<file path="src/hdl/deser_regs_params.svh">
// register offsets, field positions, reset values and counts for the port/eq/clock control group
`ifndef DESER_REGS_PARAMS_SVH
`define DESER_REGS_PARAMS_SVH

`define OFS_PORT_STEERING   8'h34
`define OFS_EQ_CONTROL      8'h35
`define OFS_STRAP_STATUS    8'h37
`define OFS_AUDIO_DIVSEL    8'h3a
`define OFS_EQUALIZER_SETTING_READBACK       8'h3b
`define OFS_ERR_THRESHOLD   8'h41
`define OFS_FAST_BC_CTL     8'h43
`define OFS_EQ_MIN_MAX      8'h45

`define RST_PORT_STEERING   8'h01
`define RST_EQ_CONTROL      8'h00
`define RST_AUDIO_DIVSEL    8'h00
`define RST_ERR_THRESHOLD   8'h03
`define RST_FAST_BC_CTL     8'h00
`define RST_EQ_MIN_MAX      8'h88

`define BIT_SECOND_PORT_SEL 1
`define BIT_FIRST_PORT_SEL  0
`define BIT_EQ_RESTART      6
`define BIT_FLOOR_OVR_EN    5
`define BIT_FLOOR_APPLY     4
`define BIT_MDIV_OVR        7
`define BIT_MSEL_OVR        2
`define BIT_ERR_CNT_EN      4

// writable masks: reserved positions stay zero, except bit 7 of minmax_reg, set by reset until first written
`define MASK_PORT_STEERING  8'h7b
`define MASK_EQ_CONTROL     8'h70
`define MASK_AUDIO_DIVSEL   8'hf7
`define MASK_ERR_THRESHOLD  8'h1f
`define MASK_FAST_BC_CTL    8'h1f
`define MASK_EQ_MIN_MAX     8'h0f

// strap decode settle time before the result is latched
`define STRAP_SETTLE_NS     100
`define CLOCK_PERIOD_NS     4

`endif

</file>
<file path="src/hdl/deser_regs_pkg.sv">
// types shared by the register group and its error counter
package deser_regs_pkg;
    typedef logic [7:0] byte_t;
    typedef logic [3:0] thresh_t;
    typedef logic [5:0] divratio_t;
    typedef enum logic [1:0] {
        STRAP_IDLE   = 2'b00,
        STRAP_SETTLE = 2'b01,
        STRAP_DONE   = 2'b11
    } strap_state_t;
endpackage

</file>
<file path="src/hdl/link_error_monitor.sv">
// link data-integrity error counter deciding lock loss
`timescale 1ns/1ns
`default_nettype none
module link_error_monitor
    import deser_regs_pkg::*;
#(
    parameter int CW = 4
) (
    input  wire logic              clock,
    input  wire logic              arst_n,
    input  wire logic              count_enable,
    input  wire deser_regs_pkg::thresh_t threshold,
    input  wire logic              err_clock_a,
    input  wire logic              err_clock_b,
    input  wire logic              err_control_data,
    input  wire logic              relock,
    output logic                   lock_lost
);
    logic [CW-1:0] count_reg;
    logic [CW-1:0] count_next;
    logic          lost_reg;
    logic          lost_next;
    logic          any_err;
    logic [1:0]    err_sum;
    logic [CW:0]   count_sum;
    logic          reached;

    // three channels may fail in one cycle; each counts
    assign err_sum   = {1'b0, err_clock_a} + {1'b0, err_clock_b} + {1'b0, err_control_data};
    assign any_err   = |err_sum;
    assign count_sum = {1'b0, count_reg} + {{(CW-1){1'b0}}, err_sum};
    assign reached   = count_sum >= {1'b0, threshold};
    assign lost_next = relock ? 1'b0 :
                       (lost_reg | (any_err & (count_enable ? reached : 1'b1)));
    assign count_next = (relock || !count_enable) ? '0 :
                        (count_sum[CW] ? {CW{1'b1}} : count_sum[CW-1:0]);

    always_ff @(posedge clock or negedge arst_n) begin
        if (!arst_n) begin
            count_reg <= '0;
            lost_reg  <= 1'b0;
        end else begin
            count_reg <= count_next;
            lost_reg  <= lost_next;
        end
    end

    assign lock_lost = lost_reg;

    chk_disabled_first_err: assert property (@(posedge clock) disable iff (!arst_n)
        (!count_enable && any_err && !relock) |=> lock_lost)
        else $error("lock not dropped on first error with counting off");
    chk_below_thresh_hold: assert property (@(posedge clock) disable iff (!arst_n)
        (count_enable && !lost_reg && !relock && any_err && !reached) |=> !lock_lost)
        else $error("lock dropped below threshold");
    chk_relock_clears: assert property (@(posedge clock) disable iff (!arst_n)
        relock |=> !lock_lost)
        else $error("lock loss not cleared by relock");
    cov_thresh_hit: cover property (@(posedge clock) disable iff (!arst_n)
        count_enable && any_err && reached && !lost_reg);
endmodule
`default_nettype wire

</file>
<file path="src/hdl/deser_port_eq_clock_ctl_regs.sv">
// port steering, equalizer, strap, audio divider and link error register group
`timescale 1ns/1ns
`default_nettype none
`include "deser_regs_params.svh"

module deser_port_eq_clock_ctl_regs
#(
    parameter int SETTLE_NS = `STRAP_SETTLE_NS
) (
    input  wire logic                      clock,
    input  wire logic                      arst_n,
    input  wire logic                      reg_write,
    input  wire logic                      reg_read,
    input  wire deser_regs_pkg::byte_t     reg_addr,
    input  wire deser_regs_pkg::byte_t     reg_wdata,
    output deser_regs_pkg::byte_t          reg_rdata,
    input  wire logic [2:0]                strap_a_level,
    input  wire logic [2:0]                strap_b_level,
    input  wire logic [5:0]                equalizer_setting_a,
    input  wire logic [5:0]                equalizer_setting_b,
    input  wire logic [1:0]                auto_vco_output_divider_code,
    input  wire logic [1:0]                pll_sm_input_divider,
    input  wire logic                      err_recovered_clock_a,
    input  wire logic                      err_recovered_clock_b,
    input  wire logic                      err_control_data_channel,
    input  wire logic                      relock,
    output logic                           eq_restart_a,
    output logic                           eq_restart_b,
    output logic                           eq_floor_active_a,
    output logic                           eq_floor_active_b,
    output logic [3:0]                     eq_start_value_a,
    output logic [3:0]                     eq_start_value_b,
    output deser_regs_pkg::divratio_t      vco_output_divide,
    output logic [3:0]                     vco_input_divide,
    output logic                           lock_lost
);
    import deser_regs_pkg::*;

    localparam int SETTLE_CYC_I = (SETTLE_NS + `CLOCK_PERIOD_NS - 1) / `CLOCK_PERIOD_NS;
    localparam int SETTLE_CYC   = (SETTLE_CYC_I < 1) ? 1 : SETTLE_CYC_I;
    // one extra cycle so the two-flop strap synchroniser holds the pin level at the latch edge
    localparam logic [7:0] SETTLE_LAST = 8'(SETTLE_CYC);

    // per-port copies: index 0 first port, 1 second port
    byte_t        steer_reg;
    byte_t        eqctl_reg   [2];
    byte_t        minmax_reg  [2];
    byte_t        divsel_reg;
    byte_t        thresh_reg;
    byte_t        fastbc_reg;
    byte_t        strap_reg;
    byte_t        rdata_reg;
    byte_t        rdata_next;
    strap_state_t strap_state_reg;
    strap_state_t strap_state_next;
    logic [7:0]   settle_reg;
    logic [2:0]   sa_meta_reg;
    logic [2:0]   sa_sync_reg;
    logic [2:0]   sb_meta_reg;
    logic [2:0]   sb_sync_reg;
    logic         sel_first;
    logic         sel_second;
    logic         rd_second;
    logic         wr_steer;
    logic         wr_divsel;
    logic         wr_thresh;
    logic         wr_fastbc;
    logic [1:0]   port_wr_en;
    logic [2:0]   mdiv_code;
    logic [1:0]   msel_code;
    byte_t        eqs_read;
    logic [5:0]   eqs_a_meta_reg;
    logic [5:0]   eqs_a_reg;
    logic [5:0]   eqs_b_meta_reg;
    logic [5:0]   eqs_b_reg;

    // output divider decode, used for the programmed and automatic paths
    function automatic divratio_t mdiv_ratio(input logic [2:0] code);
        unique case (code)
            3'h0: mdiv_ratio = 6'h20;
            3'h1: mdiv_ratio = 6'h10;
            3'h2: mdiv_ratio = 6'h08;
            3'h3: mdiv_ratio = 6'h04;
            3'h4, 3'h5: mdiv_ratio = 6'h02;
            3'h6, 3'h7: mdiv_ratio = 6'h01;
        endcase
    endfunction

    function automatic logic hit(input byte_t a, input byte_t ofs);
        hit = (a == ofs);
    endfunction

    assign sel_first  = steer_reg[`BIT_FIRST_PORT_SEL];
    assign sel_second = steer_reg[`BIT_SECOND_PORT_SEL];
    assign rd_second  = sel_second;
    assign port_wr_en = {sel_second, sel_first};
    assign wr_steer   = reg_write && hit(reg_addr, `OFS_PORT_STEERING);
    assign wr_divsel  = reg_write && hit(reg_addr, `OFS_AUDIO_DIVSEL);
    assign wr_thresh  = reg_write && hit(reg_addr, `OFS_ERR_THRESHOLD);
    assign wr_fastbc  = reg_write && hit(reg_addr, `OFS_FAST_BC_CTL);

    // shared registers: one copy, written whatever the port selection
    always_ff @(posedge clock or negedge arst_n) begin
        if (!arst_n) begin
            steer_reg  <= `RST_PORT_STEERING;
            divsel_reg <= `RST_AUDIO_DIVSEL;
            thresh_reg <= `RST_ERR_THRESHOLD;
            fastbc_reg <= `RST_FAST_BC_CTL;
        end else begin
            if (wr_steer)  steer_reg  <= reg_wdata & `MASK_PORT_STEERING;
            if (wr_divsel) divsel_reg <= reg_wdata & `MASK_AUDIO_DIVSEL;
            if (wr_thresh) thresh_reg <= reg_wdata & `MASK_ERR_THRESHOLD;
            if (wr_fastbc) fastbc_reg <= reg_wdata & `MASK_FAST_BC_CTL;
        end
    end

    // per-port registers, written into every selected port
    for (genvar p = 0; p < 2; p++) begin : g_port
        logic wr_eq;
        logic wr_mm;
        logic floor_on;
        assign wr_eq = reg_write && port_wr_en[p] && hit(reg_addr, `OFS_EQ_CONTROL);
        assign wr_mm = reg_write && port_wr_en[p] && hit(reg_addr, `OFS_EQ_MIN_MAX);
        always_ff @(posedge clock or negedge arst_n) begin
            if (!arst_n) begin
                eqctl_reg[p]  <= `RST_EQ_CONTROL;
                minmax_reg[p] <= `RST_EQ_MIN_MAX;
            end else begin
                if (wr_eq) eqctl_reg[p]  <= reg_wdata & `MASK_EQ_CONTROL;
                if (wr_mm) minmax_reg[p] <= reg_wdata & `MASK_EQ_MIN_MAX;
            end
        end
        assign floor_on = eqctl_reg[p][`BIT_FLOOR_OVR_EN] & eqctl_reg[p][`BIT_FLOOR_APPLY];
        if (p == 0) begin : g_a
            assign eq_floor_active_a = floor_on;
            assign eq_start_value_a  = floor_on ? minmax_reg[0][3:0] : 4'h0;
        end else begin : g_b
            assign eq_floor_active_b = floor_on;
            assign eq_start_value_b  = floor_on ? minmax_reg[1][3:0] : 4'h0;
        end
    end

    // restart from either copy acts on both ports at once
    assign eq_restart_a = eqctl_reg[0][`BIT_EQ_RESTART] | eqctl_reg[1][`BIT_EQ_RESTART];
    assign eq_restart_b = eq_restart_a;

    // audio clock divider selection
    assign mdiv_code = divsel_reg[`BIT_MDIV_OVR] ? divsel_reg[6:4]
                                                  : {1'b0, auto_vco_output_divider_code};
    assign msel_code = divsel_reg[`BIT_MSEL_OVR] ? divsel_reg[1:0] : pll_sm_input_divider;
    assign vco_input_divide = 4'h1 << msel_code;

    always_ff @(posedge clock or negedge arst_n) begin
        if (!arst_n) begin
            vco_output_divide <= 6'h20;
        end else begin
            vco_output_divide <= mdiv_ratio(mdiv_code);
        end
    end

    // strap pins and equalizer readback come from outside the clock domain
    always_ff @(posedge clock or negedge arst_n) begin
        if (!arst_n) begin
            sa_meta_reg    <= 3'h0;
            sa_sync_reg    <= 3'h0;
            sb_meta_reg    <= 3'h0;
            sb_sync_reg    <= 3'h0;
            eqs_a_meta_reg <= 6'h00;
            eqs_a_reg      <= 6'h00;
            eqs_b_meta_reg <= 6'h00;
            eqs_b_reg      <= 6'h00;
        end else begin
            sa_meta_reg    <= strap_a_level;
            sa_sync_reg    <= sa_meta_reg;
            sb_meta_reg    <= strap_b_level;
            sb_sync_reg    <= sb_meta_reg;
            eqs_a_meta_reg <= equalizer_setting_a;
            eqs_a_reg      <= eqs_a_meta_reg;
            eqs_b_meta_reg <= equalizer_setting_b;
            eqs_b_reg      <= eqs_b_meta_reg;
        end
    end

    // strap decode: wait for settle after reset, then latch once
    always_comb begin
        strap_state_next = strap_state_reg;
        unique case (strap_state_reg)
            STRAP_IDLE:   strap_state_next = STRAP_SETTLE;
            STRAP_SETTLE: if (settle_reg == SETTLE_LAST) strap_state_next = STRAP_DONE;
            STRAP_DONE:   strap_state_next = STRAP_DONE;
            default:      strap_state_next = STRAP_IDLE;
        endcase
    end

    always_ff @(posedge clock or negedge arst_n) begin
        if (!arst_n) begin
            strap_state_reg <= STRAP_IDLE;
            settle_reg      <= 8'h00;
            strap_reg       <= 8'h00;
        end else begin
            strap_state_reg <= strap_state_next;
            if (strap_state_reg == STRAP_SETTLE) settle_reg <= settle_reg + 8'h01;
            if (strap_state_reg == STRAP_SETTLE && strap_state_next == STRAP_DONE) begin
                strap_reg <= {1'b1, sb_sync_reg, 1'b1, sa_sync_reg};
            end
        end
    end

    // read mux: second port copies win whenever they are selected
    assign eqs_read = {2'b00, rd_second ? eqs_b_reg : eqs_a_reg};
    always_comb begin
        rdata_next = 8'h00;
        unique case (reg_addr)
            `OFS_PORT_STEERING: rdata_next = steer_reg;
            `OFS_EQ_CONTROL:    rdata_next = eqctl_reg[rd_second];
            `OFS_STRAP_STATUS:  rdata_next = strap_reg;
            `OFS_AUDIO_DIVSEL:  rdata_next = divsel_reg;
            `OFS_EQUALIZER_SETTING_READBACK:     rdata_next = eqs_read;
            `OFS_ERR_THRESHOLD: rdata_next = thresh_reg;
            `OFS_FAST_BC_CTL:   rdata_next = fastbc_reg;
            `OFS_EQ_MIN_MAX:    rdata_next = minmax_reg[rd_second];
            default:            rdata_next = 8'h00;
        endcase
    end

    always_ff @(posedge clock or negedge arst_n) begin
        if (!arst_n) begin
            rdata_reg <= 8'h00;
        end else if (reg_read) begin
            rdata_reg <= rdata_next;
        end
    end
    assign reg_rdata = rdata_reg;

    link_error_monitor #(
        .CW (4)
    ) u_err (
        .clock            (clock),
        .arst_n           (arst_n),
        .count_enable     (thresh_reg[`BIT_ERR_CNT_EN]),
        .threshold        (thresh_reg[3:0]),
        .err_clock_a      (err_recovered_clock_a),
        .err_clock_b      (err_recovered_clock_b),
        .err_control_data (err_control_data_channel),
        .relock           (relock),
        .lock_lost        (lock_lost)
    );

    chk_write_both_ports: assert property (@(posedge clock) disable iff (!arst_n)
        (reg_write && sel_first && sel_second && reg_addr == `OFS_EQ_MIN_MAX)
        |=> minmax_reg[0] == minmax_reg[1])
        else $error("write did not reach both selected ports");
    chk_second_read_wins: assert property (@(posedge clock) disable iff (!arst_n)
        (reg_read && sel_second && reg_addr == `OFS_EQ_MIN_MAX) |=> reg_rdata == $past(minmax_reg[1]))
        else $error("read did not return second port copy");
    chk_floor_gated: assert property (@(posedge clock) disable iff (!arst_n)
        !eqctl_reg[0][`BIT_FLOOR_OVR_EN] |-> (!eq_floor_active_a && eq_start_value_a == 4'h0))
        else $error("floor applied without override");
    chk_restart_both: assert property (@(posedge clock) disable iff (!arst_n)
        (reg_write && reg_addr == `OFS_EQ_CONTROL && reg_wdata[`BIT_EQ_RESTART] && |port_wr_en)
        |=> eq_restart_a && eq_restart_b)
        else $error("restart not applied to both ports");
    chk_strap_done_latch: assert property (@(posedge clock) disable iff (!arst_n)
        $rose(strap_reg[7]) |-> strap_reg[3] && strap_reg[6:4] == $past(sb_sync_reg))
        else $error("strap decode latched wrongly");
    chk_strap_a_latch: assert property (@(posedge clock) disable iff (!arst_n)
        $rose(strap_reg[3]) |-> strap_reg[7] && strap_reg[2:0] == $past(sa_sync_reg))
        else $error("first strap decode latched wrongly");
    chk_reserved_zero: assert property (@(posedge clock) disable iff (!arst_n)
        (steer_reg[7] == 1'b0) && (eqctl_reg[0][3:0] == 4'h0) && (divsel_reg[3] == 1'b0))
        else $error("reserved bit set");
    chk_input_divider: assert property (@(posedge clock) disable iff (!arst_n)
        divsel_reg[`BIT_MSEL_OVR] && divsel_reg[1:0] == 2'b11 |-> vco_input_divide == 4'h8)
        else $error("input divider decode wrong");
    chk_output_divider: assert property (@(posedge clock) disable iff (!arst_n)
        divsel_reg[`BIT_MDIV_OVR] && divsel_reg[6:5] == 2'b11 && !wr_divsel |=> vco_output_divide == 6'h01)
        else $error("output divider decode wrong");
    cov_dual_select: cover property (@(posedge clock) disable iff (!arst_n) sel_first && sel_second && reg_write);
    cov_floor_on: cover property (@(posedge clock) disable iff (!arst_n) eq_floor_active_b);
    cov_strap_done: cover property (@(posedge clock) disable iff (!arst_n) $rose(strap_reg[3]));
endmodule
`default_nettype wire

</file>
<file path="config.mk">
export PLATFORM = sky130hd
export DESIGN_NAME = deser_port_eq_clock_ctl_regs
export DESIGN_NICKNAME = d
export VERILOG_FILES = /design/src/hdl/deser_regs_pkg.sv /design/src/hdl/link_error_monitor.sv /design/src/hdl/deser_port_eq_clock_ctl_regs.sv
export VERILOG_INCLUDE_DIRS = /design/src /design/src/hdl
export SDC_FILE = /design/constraint.sdc
export NUM_CORES = 1
export LEC_CHECK = 0
export ABC_CLOCK_PERIOD_IN_PS = 2000
export CORE_MARGIN = 3
export CORE_UTILIZATION = 57
export CTS_CLUSTER_DIAMETER = 60
export DETAILED_ROUTE_END_ITERATION = 8
export DONT_BUFFER_PORTS = 1
export HOLD_SLACK_MARGIN = 0.05
export PLACE_DENSITY = 0.8
export SYNTH_ARGS = -nofsm -noshare
export SYNTH_HDL_FRONTEND = slang
export SYNTH_SLANG_ARGS = --single-unit
export TNS_END_PERCENT = 20
</file>
<file path="constraint.sdc">
create_clock -name clock -period 2 [get_ports clock]
set_input_delay 0.5 -clock clock [delete_from_list [all_inputs] [get_ports clock]]
set_output_delay 0.5 -clock clock [all_outputs]
set_load 0.05 [all_outputs]
</file>
## Yosys cells after proc, flatten, opt, wreduce, memory -nomap -nowiden

Memories as Yosys holds them, arrays and structs flattened. A register that Yosys moved wholly into a read port is not among the register bits.
Cells that the tools add are included.

- ROM bits: 48
- Output and inout bits: 31
- Flip-flop bits (word level): 106
- Word-level logic and storage cells: 82
- Input port bits: 46
- Memories: 1

- Mux-type cells: 18
- Shift-type cells: 1
- Add/subtract/negate cells: 4
- Reductions and logical operators: 16
- Eq/ne operators: 12
- Bitwise gates (word level): 6
- Order comparisons: 2

Memory list:

| memory | words | bits a word | read ports | clocked after memory_dff | wr ports | RTL line | text |
|---|---|---|---|---|---|---|---|
| (no name shown) | 8 | 6 | 1 | 1 | 0 | deser_port_eq_clock_ctl_regs.sv:79 | `unique case (code)` |

Operator list:

| operator | count |
|---|---|
| 8-bit one-hot mux with 8 select lines | 1 |
| 8-bit by 6-bit equality test with 1-bit output (second input constant) | 5 |
| 8-bit 2-to-1 mux | 5 |
| 8-bit by 7-bit equality test with 1-bit output (second input constant) | 3 |
| 4-bit 2-to-1 mux | 4 |
| 1-bit logical AND | 11 |
| 8-bit by 1-bit adder with 8-bit output (second input constant) | 1 |
| 8-bit by 5-bit equality test with 1-bit output (second input constant) | 1 |
| 7-bit 2-to-1 mux | 1 |
| 6-bit 2-to-1 mux | 1 |
| 2-bit one-hot mux with 3 select lines | 1 |
| 4-bit by 2-bit adder with 5-bit output | 1 |
| 5-bit by 4-bit greater-or-equal comparator with 1-bit output | 1 |
| 2-bit equality test (second input constant) | 2 |
| 2-bit 2-to-1 mux | 2 |
| 1-bit by 2-bit left shift with 4-bit output (first input constant) | 1 |
| 1-bit bitwise AND | 3 |
| 3-bit 2-to-1 mux | 1 |
| 1-bit by 1-bit adder with 2-bit output | 1 |
| 2-bit by 1-bit adder with 2-bit output | 1 |
| 2-bit by 1-bit equality test with 1-bit output (second input constant) | 1 |
| 2-bit greater-or-equal comparator (second input constant) | 1 |
| 1-bit logical NOT | 2 |
| 2-bit logical NOT | 1 |
| 5 further kinds | 7 |

## Depth between registers and ports, before layout

Gate-level depths: netlist (run 1).

- Depth in word-level cells: 8
- Mapped depth: 10
- Depth with buffers taken out: 10

## Modules after synthesis

From an unflattened synthesis (run 1), not the netlist that was laid out.

- Cell total of the unflattened synthesis: 367
- Area total of the unflattened synthesis: 4744.6 um2

By module, submodules not included:

| module | instances | cells each | area each (um2) | seq. area each (um2) |
|---|---|---|---|---|
| deser_port_eq_clock_ctl_regs | 1 | 324 | 4330.4 | 2662.6 |
| link_error_monitor | 1 | 43 | 414.1 | 125.1 |

## Least setup slack after synthesis (run 1)

No wires, ideal clock.

- Path kind: input to register
- Start: in err_recovered_clock_a
- End: reg u_err.lost_reg (netlist: u_err.lock_lost)
- Required time: 1.901 ns
- Data arrival time: 2.489 ns
- Cell stages on the path: 10
- Path buffers: 0
- Setup slack: -0.589 ns
- Path through: fa_1 -> ha_1 -> inv_1 -> fa_1 -> xor2_1 -> inv_1 -> ha_1 -> nor2b_1 -> o21ai_0 -> a311oi_1

- Longest elaborated chain between the ends: 8
- Elaborated cells between the ends (all ways): 9
- Those cells by class: add/sub (3); order compare (1); mux (2); bitwise (2); reduce/logical (1)

RTL lines:

| element | RTL line | text |
|---|---|---|
| start: declaration | deser_port_eq_clock_ctl_regs.sv:23 | `input wire logic err_recovered_clock_a,` |
| 1-bit by 1-bit adder with 2-bit output * | link_error_monitor.sv:29 | `assign err_sum = {1'b0, err_clock_a} + {1'b0, err_clock_b} + {1'b0, err_control_data};` |
| 2-bit by 1-bit adder with 2-bit output * | link_error_monitor.sv:29 |  |
| 4-bit by 2-bit adder with 5-bit output | link_error_monitor.sv:31 | `assign count_sum = {1'b0, count_reg} + {{(CW-1){1'b0}}, err_sum};` |
| 5-bit by 4-bit greater-or-equal comparator with 1-bit output | link_error_monitor.sv:32 | `assign reached = count_sum >= {1'b0, threshold};` |
| 1-bit 2-to-1 mux | link_error_monitor.sv:34 | `(lost_reg \| (any_err & (count_enable ? reached : 1'b1)));` |
| 1-bit bitwise AND * | link_error_monitor.sv:34 |  |
| 1-bit bitwise OR * | link_error_monitor.sv:34 |  |
| 1-bit 2-to-1 mux * | link_error_monitor.sv:33 | `assign lost_next = relock ? 1'b0 :` |
| named net u_err.lost_next | link_error_monitor.sv:22 | `logic lost_next;` |
| end signal: assignment | link_error_monitor.sv:44 | `lost_reg <= lost_next;` |
| end: declaration | link_error_monitor.sv:21 | `logic lost_reg;` |

Mark *: on every way through the listed nets, which the timed path passes. The rest lies on a longest branch.
A chain may end at the register's enable or synchronous reset.

## Final worst setup path (run 1)

Same ends and word-level chain as after synthesis.

==> run metrics, run 1 <==
status=complete, but fails checks; failing checks=hold timing, setup timing; share of the synthesized area in the top cell type=0.5486; initial antenna violation count=1; Layout Area Growth over Synthesis=10.31%; Mapped Area=4698 um^2; H-tree Lvls=3; distinct cell type count after synthesis=57; fill cell count=587; Final setup viols=1; R2R Setup Slk=0.02 ns; Post-Layout Cell Count=483; worst setup path startpoint=err_recovered_clock_a; Max clock buf depth=2; Max Clock Skew=0.01566 ns; Vias=2924; routability cong.=0.8131; largest cells by area after synthesis=dfrtp_1 (55%), mux2_2 (12%), dfstp_2 (4.5%); Post-Route WL=9.539 mm; All-Layer GR Usage=0.2124; antenna viol nets, final=0; post-route clock period utilization=1.160; global-route wire length before repair=15.81 mm; Worst Setup End Kind=flop; Post-Layout Inst Area=5182 um^2; WL/cell=19.75 um; Layout Utilization=0.6604; min Tclk post-route=2.320 ns; nets=432; MaxCap Viol Count=0; worst slew pin tran=0.5799 ns; Synth area leader=dfrtp_1; Max IR drop VDD=478.5 uV; CP max FO=2; port bufs=0; commonest non-fill, non-tap cell in the layout=dfrtp_1; CTS tree=yes; Synth Flop Type=dfrtp_1; vias per inst=6.054; number of global-route vias before repair=3088; Synth Area per Inst=13.27 um^2; max-slew violation count=0; Lkg Pwr=2.345 nW; Initial DRC Count=154; CTS clk-pin slew, worst paths=0.12 ns; terminus of the critical flop-to-flop path=u_err.lock_lost; CP Class=input port to flop; CTS Root Cell=clkbuf_8; Remaining Overflow, GRT=0; layout cells sized above 1=0.3018; Min Hold Slack=-0.1820 ns; Antenna Diode Count=0; syn_nets=410; largest net degree at the start of global routing=112; Setup WS post-layout=-0.3201 ns; fmax=0.4310 GHz; die height=96.79 um; reg2reg path depth=9; Die W=96.79 um; Critical Path End=u_err.lock_lost; Final Hold Vio Count=104; Ys Warns=0; worst r2r src=u_err.count_reg[0]; clock sink count=111; number of enable flip-flop cells after synthesis=0; asr flop ratio synth=1.000; drt first pass iters=4; Setup crit start kind=input port; Power Density=766.1 nW/um^2; starting density of the core=0.5987; full die area=9368 um^2; data required time of the critical path=2.28 ns; Placed Cells=467; Worst-Skew Late Latency=0.38 ns; unrepaired setup endpoints after global routing=yes; DRC=0; number of flip-flops in the largest register=10; Yosys reg bits=111; post-CTS setup buffers=0; worst slack, placed=-0.7405 ns; register area share after synthesis=0.5933; commonest non-fill, non-tap cells in the layout=dfrtp_1 (103), mux2_2 (48), inv_1 (20); cell count after synthesis=354; HP Class=input port to async pin; arrival time worst endpoint=2.60 ns; DPL Wire Length=6.970 mm; Max-slew headroom=0.6118; number of I/O pins=77; Cell Area, Placed=4926 um^2; row count=32; CTS buffer count=9; core region area=7848 um^2
## power by group
part / switching [mW] / internal (mW)
registers: 0.0793 / 2.32
clock network: 0.760 / 0.640
logic: 0.0833 / 0.0864
total: 0.922 / 3.05
## worst min path at each step
stage | start | to | slack (ns) | cells after the start
5_1_grt | arst_n | sb_sync_reg[0] | -0.22 | 0
2_1_floorplan | arst_n | divsel_reg[0] | 0.20 | 0
3_3_place_gp | arst_n | sb_meta_reg[0] | 0.21 | 0
3_5_place_dp | arst_n | sb_meta_reg[0] | 0.21 | 0
6_report | arst_n | minmax_reg[0] | -0.18 | 0
4_1_cts | arst_n | fastbc_reg[2] | -0.20 | 0
## synth_stat cells, drive strengths merged, types with 2 or more instances
master   number
nor3          5
o22ai        10
inv          23
mux2         49
o32ai         2
nor4          2
buf           5
nor4b         2
nor2         17
a222oi        4
o21ai         3
nand4         4
a22o          5
fa            2
nand4b        2
and2          3
a21oi         7
mux2i        14
and3          9
nand2        13
nor2b         5
o21a          2
or2           2
nand2b        6
clkbuf        3
ha            8
nor3b         5
xnor2         4
o2bb2ai       2
nand3         5
dfrtp       103
xor2          5
dfstp         8
## logic make-up after synthesis
group,Yosys count,synth area share
AOI/OAI and AO/OA,45,0.07138
buffers and inverters,31,0.02849
adders and majority gates,10,0.02983
muxes,63,0.1473
and+or+nand+nor,85,0.1129
xor gates and xnor gates,9,0.01678
DFF,111,0.5933
## worst max-delay path, stage by stage
cell and delay (ns):
fa_1 0.56, ha_2 0.20, inv_2 0.04, fa_2 0.36, xor2_2 0.19, inv_1 0.06
ha_1 0.28, nor2b_4 0.13, o21ai_1 0.06, a311oi_1 0.22
## layer usage
metal	routed length, um	part of all wire	track usage	vias to the layer above
li1	-	-	-	1310
met1	3822	0.40	0.2671	1493
met2	4755	0.50	0.3471	108
met3	831	0.087	0.07498	13
met4	129	0.014	0.06587	0
met5	0	0	0	-
## metrics by stage
step           TNS [ns]  hold WS (ns)  power, mW
2_1_floorplan   -0.8852        0.2044      2.566
3_3_place_gp     -1.451        0.2088      2.588
3_5_place_dp     -2.202        0.2078      2.604
4_1_cts         -0.2984       -0.2012      4.005
5_1_grt         -0.3956       -0.2183      4.123
6_report        -0.3201       -0.1820      3.970
## layout make-up
type                            instances  area, um^2  share of cell area
Inverter                               23       86.33             0.01666
Multi-Input combinational cell        212        1822              0.3515
Clock inverter                          5       75.07             0.01449
Sequential cell                       111        2788              0.5379
Timing Repair Buffer                   19       142.6             0.02752
Clock buffer                           11       141.4             0.02728
Tap cell                              102       127.6             0.02463
## repair_timing
item,CTS,global route
hold endpoints to repair,111,111
cloned,0,0
pin swaps,0,0
resized for setup,7,3
endpoints found under the setup margin,7,8
Note: power is estimated with default switching activity, not from simulation.
==> inputs of run 2 (changes only) <==
- ABC_CLOCK_PERIOD_IN_PS: 2000 -> 2100
- clock period: 2 -> 2.1 ns (I/O delays scaled with it)
==> run metrics, run 2 (same netlist as run 1, synthesis figures left out) <==
max-slew violation count=0; Final setup viols=1; CTS Root Cell=clkbuf_8; worst slew pin tran=0.5872 ns; CTS buffer count=9; area of the multi-input gates=1812 um^2; commonest non-fill, non-tap cell in the layout=dfrtp_1; CTS tree=yes; Seq. cell area=2788 um^2; All-Layer GR Usage=0.2128; arrival time worst endpoint=2.60 ns; number of flip-flops in the largest register=10; Setup WS post-layout=-0.2539 ns; post-CTS setup buffers=0; layout cells sized above 1=0.2834; worst r2r src=settle_reg[1]; HP Class=input port to async pin; drt first pass iters=5; CTS clk-pin slew, worst paths=0.11 ns; Post-Layout Inst Area=5120 um^2; DRC=0; CP max FO=2; Lkg Pwr=2.298 nW; initial antenna violation count=0; vias per inst=5.889; routability cong.=0.8175; row count=32; Min Hold Slack=-0.1589 ns; Power Density=739.6 nW/um^2; global-route wire length before repair=15.77 mm; Worst-Skew Late Latency=0.37 ns; commonest non-fill, non-tap cells in the layout=dfrtp_1 (103), mux2_2 (48), inv_1 (20); Antenna Diode Count=0; full die area=9368 um^2; Remaining Overflow, GRT=0; Max-slew headroom=0.6056; Max Clock Skew=0.009687 ns; Max IR drop VDD=398.4 uV; DPL Wire Length=6.829 mm; die height=96.79 um; number of I/O pins=77; R2R Setup Slk=0.13 ns; Initial DRC Count=140; status=complete, but fails checks; core region area=7848 um^2; data required time of the critical path=2.35 ns; Post-Route WL=9.430 mm; starting density of the core=0.5987; clock sink count=111; Setup crit start kind=input port; terminus of the critical flop-to-flop path=strap_reg[1]; largest net degree at the start of global routing=112; Final Hold Vio Count=103; Cell Area, Placed=4873 um^2; failing checks=hold timing, setup timing; reg2reg path depth=6; Worst Setup End Kind=flop; number of global-route vias before repair=3010; nets=425; Max clock buf depth=2; unrepaired setup endpoints after global routing=yes; setup TNS=-0.2539 ns; antenna viol nets, final=0; port bufs=0; Vias=2803; min Tclk post-route=2.354 ns; MaxCap Viol Count=0; fmax=0.4248 GHz; Layout Area Growth over Synthesis=8.975%; H-tree Lvls=3; CP Class=input port to flop; Die W=96.79 um; post-route clock period utilization=1.121; WL/cell=19.81 um; fill cell count=576
## run 2: worst max path at each step
stage,cells past startpoint,from,slack [ns],end
after floorplan,10,err_recovered_clock_a,-0.48,u_err.lock_lost
after global placement,10,err_recovered_clock_a,-0.55,u_err.lock_lost
after detailed placement,10,err_recovered_clock_a,-0.70,u_err.lock_lost
after CTS,10,err_recovered_clock_a,-0.28,u_err.lock_lost
after global routing,10,err_recovered_clock_a,-0.32,u_err.lock_lost
final,10,err_recovered_clock_a,-0.25,u_err.lock_lost
## run 2: routing by layer
metal,part of all wire,vias up,routed length (um),GRT usage
met4,0.015,0,138,0.07235
met2,0.49,85,4658,0.3408
met3,0.080,11,753,0.06561
met1,0.41,1409,3880,0.2775
met5,0,-,0,0
li1,-,1298,-,-
## run 2: final cells by class
cell class              instances  share of cell area
flip-flops and latches        111              0.5445
well taps                     102             0.02493
multi-input cells             212              0.3539
clock inverters                 5             0.01466
clock buffers                  11             0.02761
inverters                      23             0.01686
repair buffers                 12             0.01760
## run 2: report_power, final
group	total [mW]	switching (mW)	internal, mW	leakage [nW]
registers	2.29	0.0764	2.21	1.38
clock network	1.34	0.728	0.612	0.109
logic	0.159	0.0790	0.0801	0.807
## run 2: through the flow
step | utilization | setup WS (ns) | power (mW) | hold WS [ns] | instances
after floorplan | - | -0.4828 | 2.443 | 0.2294 | 354
after global placement | 0.6210 | -0.5473 | 2.464 | 0.2338 | 460
after detailed placement | 0.6210 | -0.6955 | 2.480 | 0.2326 | 460
after CTS | 0.6508 | -0.2806 | 3.821 | -0.1789 | 476
after global routing | 0.6524 | -0.3235 | 3.949 | -0.1931 | 476
final | 0.6524 | -0.2539 | 3.787 | -0.1589 | 476
## run 2: what timing repair did
action	CTS	global route
resized for setup	5	3
endpoints found under the hold margin	111	111
setup endpoints to repair	7	7
## run 2: worst max-delay path: stages
cell      delay (ns)
fa_1            0.56
ha_2            0.20
inv_2           0.04
fa_2            0.34
xor2_1          0.20
inv_1           0.06
ha_1            0.26
nor2b_1         0.13
o21ai_1         0.16
a311oi_2        0.12
==> inputs of run 3 (changes only) <==
- CORE_MARGIN: 3 -> unset
- CORE_UTILIZATION: 57 -> 24
- PLACE_DENSITY: 0.8 -> 0.43
==> run metrics, run 3 (same netlist as run 1, synthesis figures left out) <==
CTS Root Cell=clkbuf_16; Antenna Diode Count=0; largest net degree at the start of global routing=112; Layout Area Growth over Synthesis=15.82%; row count=50; Worst Setup End Kind=flop; CP dominant cell by count=inv_2; Setup WS post-layout=-0.2924 ns; drt first pass iters=6; full die area=20140 um^2; vias per inst=4.384; Worst-Skew Late Latency=0.36 ns; CTS buffer count=9; Vias=2788; Post-Route WL=11.03 mm; min Tclk post-route=2.392 ns; CP max FO=2; arrival time worst endpoint=2.65 ns; CP cell instances=fa_1 -> ha_2 -> inv_2 -> fa_2 -> inv_2 -> ha_4 -> a21oi_2 -> nor2b_4 -> o21ai_2 -> a311oi_1; commonest non-fill, non-tap cell in the layout=dfrtp_1; data required time of the critical path=2.36 ns; max-slew violation count=0; port bufs=0; DRC=0; H-tree Lvls=3; status=complete, but fails checks; Lkg Pwr=2.367 nW; CP Class=input port to flop; fmax=0.4180 GHz; starting density of the core=0.2479; number of global-route vias before repair=2900; core region area=18960 um^2; All-Layer GR Usage=0.1176; post-route clock period utilization=1.139; DPL Wire Length=8.189 mm; routability cong.=0.7559; Initial DRC Count=86; HP Class=input port to async pin; MaxCap Viol Count=0; number of I/O pins=77; CTS tree=yes; Remaining Overflow, GRT=0; Max IR drop VDD=461.0 uV; setup TNS=-0.2924 ns; nets=427; Post-Layout Inst Area=5441 um^2; Max-slew headroom=0.5735; Final Hold Vio Count=103; Max clock buf depth=2; number of flip-flops in the largest register=10; Max Clock Skew=0.01005 ns; Min Hold Slack=-0.1416 ns; largest stage delay on the critical path=0.55 ns; clock sink count=111; worst slew pin tran=0.6349 ns; commonest non-fill, non-tap cells in the layout=dfrtp_1 (103), mux2_2 (48), inv_1 (20); global-route wire length before repair=17.14 mm; layout cells sized above 1=0.2952; WL/cell=17.35 um; unrepaired setup endpoints after global routing=yes; Die W=141.9 um; failing checks=hold timing, setup timing; Final setup viols=1; initial antenna violation count=0; Cell Area, Placed=5079 um^2; die height=141.9 um; CTS clk-pin slew, worst paths=0.08 ns; Setup crit start kind=input port; Crit-path slowest cell=fa_1; antenna viol nets, final=0; reg2reg path depth=9; Power Density=779.8 nW/um^2
## run 3: what timing repair did
action / in CTS / in global routing
pin swaps: 0 / 6
resized for setup: 2 / 9
endpoints found under the setup margin: 7 / 7
setup buffers: 0 / 1
hold endpoints to repair: 111 / 111
## run 3: through the flow
step	worst slack (ns)	std cells	power, mW	utilization	hold WS, ns
final	-0.2924	636	4.243	0.2871	-0.1416
after CTS	-0.2629	635	4.308	0.2845	-0.1645
after global placement	-0.5685	619	2.475	0.2679	0.2337
after detailed placement	-0.6478	619	2.481	0.2679	0.2332
after global routing	-0.3863	636	4.424	0.2871	-0.1709
after floorplan	-0.4828	354	2.443	-	0.2294
## run 3: power by group
| part | leakage [nW] | switching, mW | internal (mW) | total [mW] |
|---|---|---|---|---|
| clock | 0.154 | 0.837 | 0.955 | 1.79 |
| combinational | 0.831 | 0.0780 | 0.0841 | 0.162 |
| sequential | 1.38 | 0.0776 | 2.21 | 2.29 |
## run 3: per-layer routing
metal / routed length (um) / track usage / vias up
met3: 709 / 0.04657 / 13
met4: 182 / 0.04244 / 0
li1: - / - / 1305
met5: 0 / 0 / -
met2: 5170 / 0.1825 / 71
met1: 4971 / 0.1475 / 1399
## run 3: path summary, 6_finish.rpt
kind / from / slack (ns) / to
worst max-delay path: err_control_data_channel / -0.29 / u_err.lock_lost
worst min-delay path: arst_n / -0.14 / sa_meta_reg[2]
worst max register to register: u_err.count_reg[0] / 0.10 / u_err.lock_lost
worst min register to register: sb_meta_reg[1] / 0.35 / sb_sync_reg[1]
max in group asynchronous: arst_n / 1.94 / vco_output_divide[5]
min in group clock: strap_a_level[1] / 0.19 / sa_meta_reg[1]
## run 3: critical path, delay by kind of cell
kind,cells,cell delay (ns)
and+or+nand+nor,1,0.11
AOI/OAI and AO/OA,3,0.37
adders and majority gates,4,1.55
buffers and inverters,2,0.09
## run 3: area by class of cell
cell class,instances,area (um^2)
Sequential cell,111,2788
Multi-Input combinational cell,212,1824
Tap cell,260,325.3
Clock inverter,7,87.58
Timing Repair Buffer,14,105.1
Clock buffer,9,225.2
Inverter,23,86.33
Fill cell,1941,13510
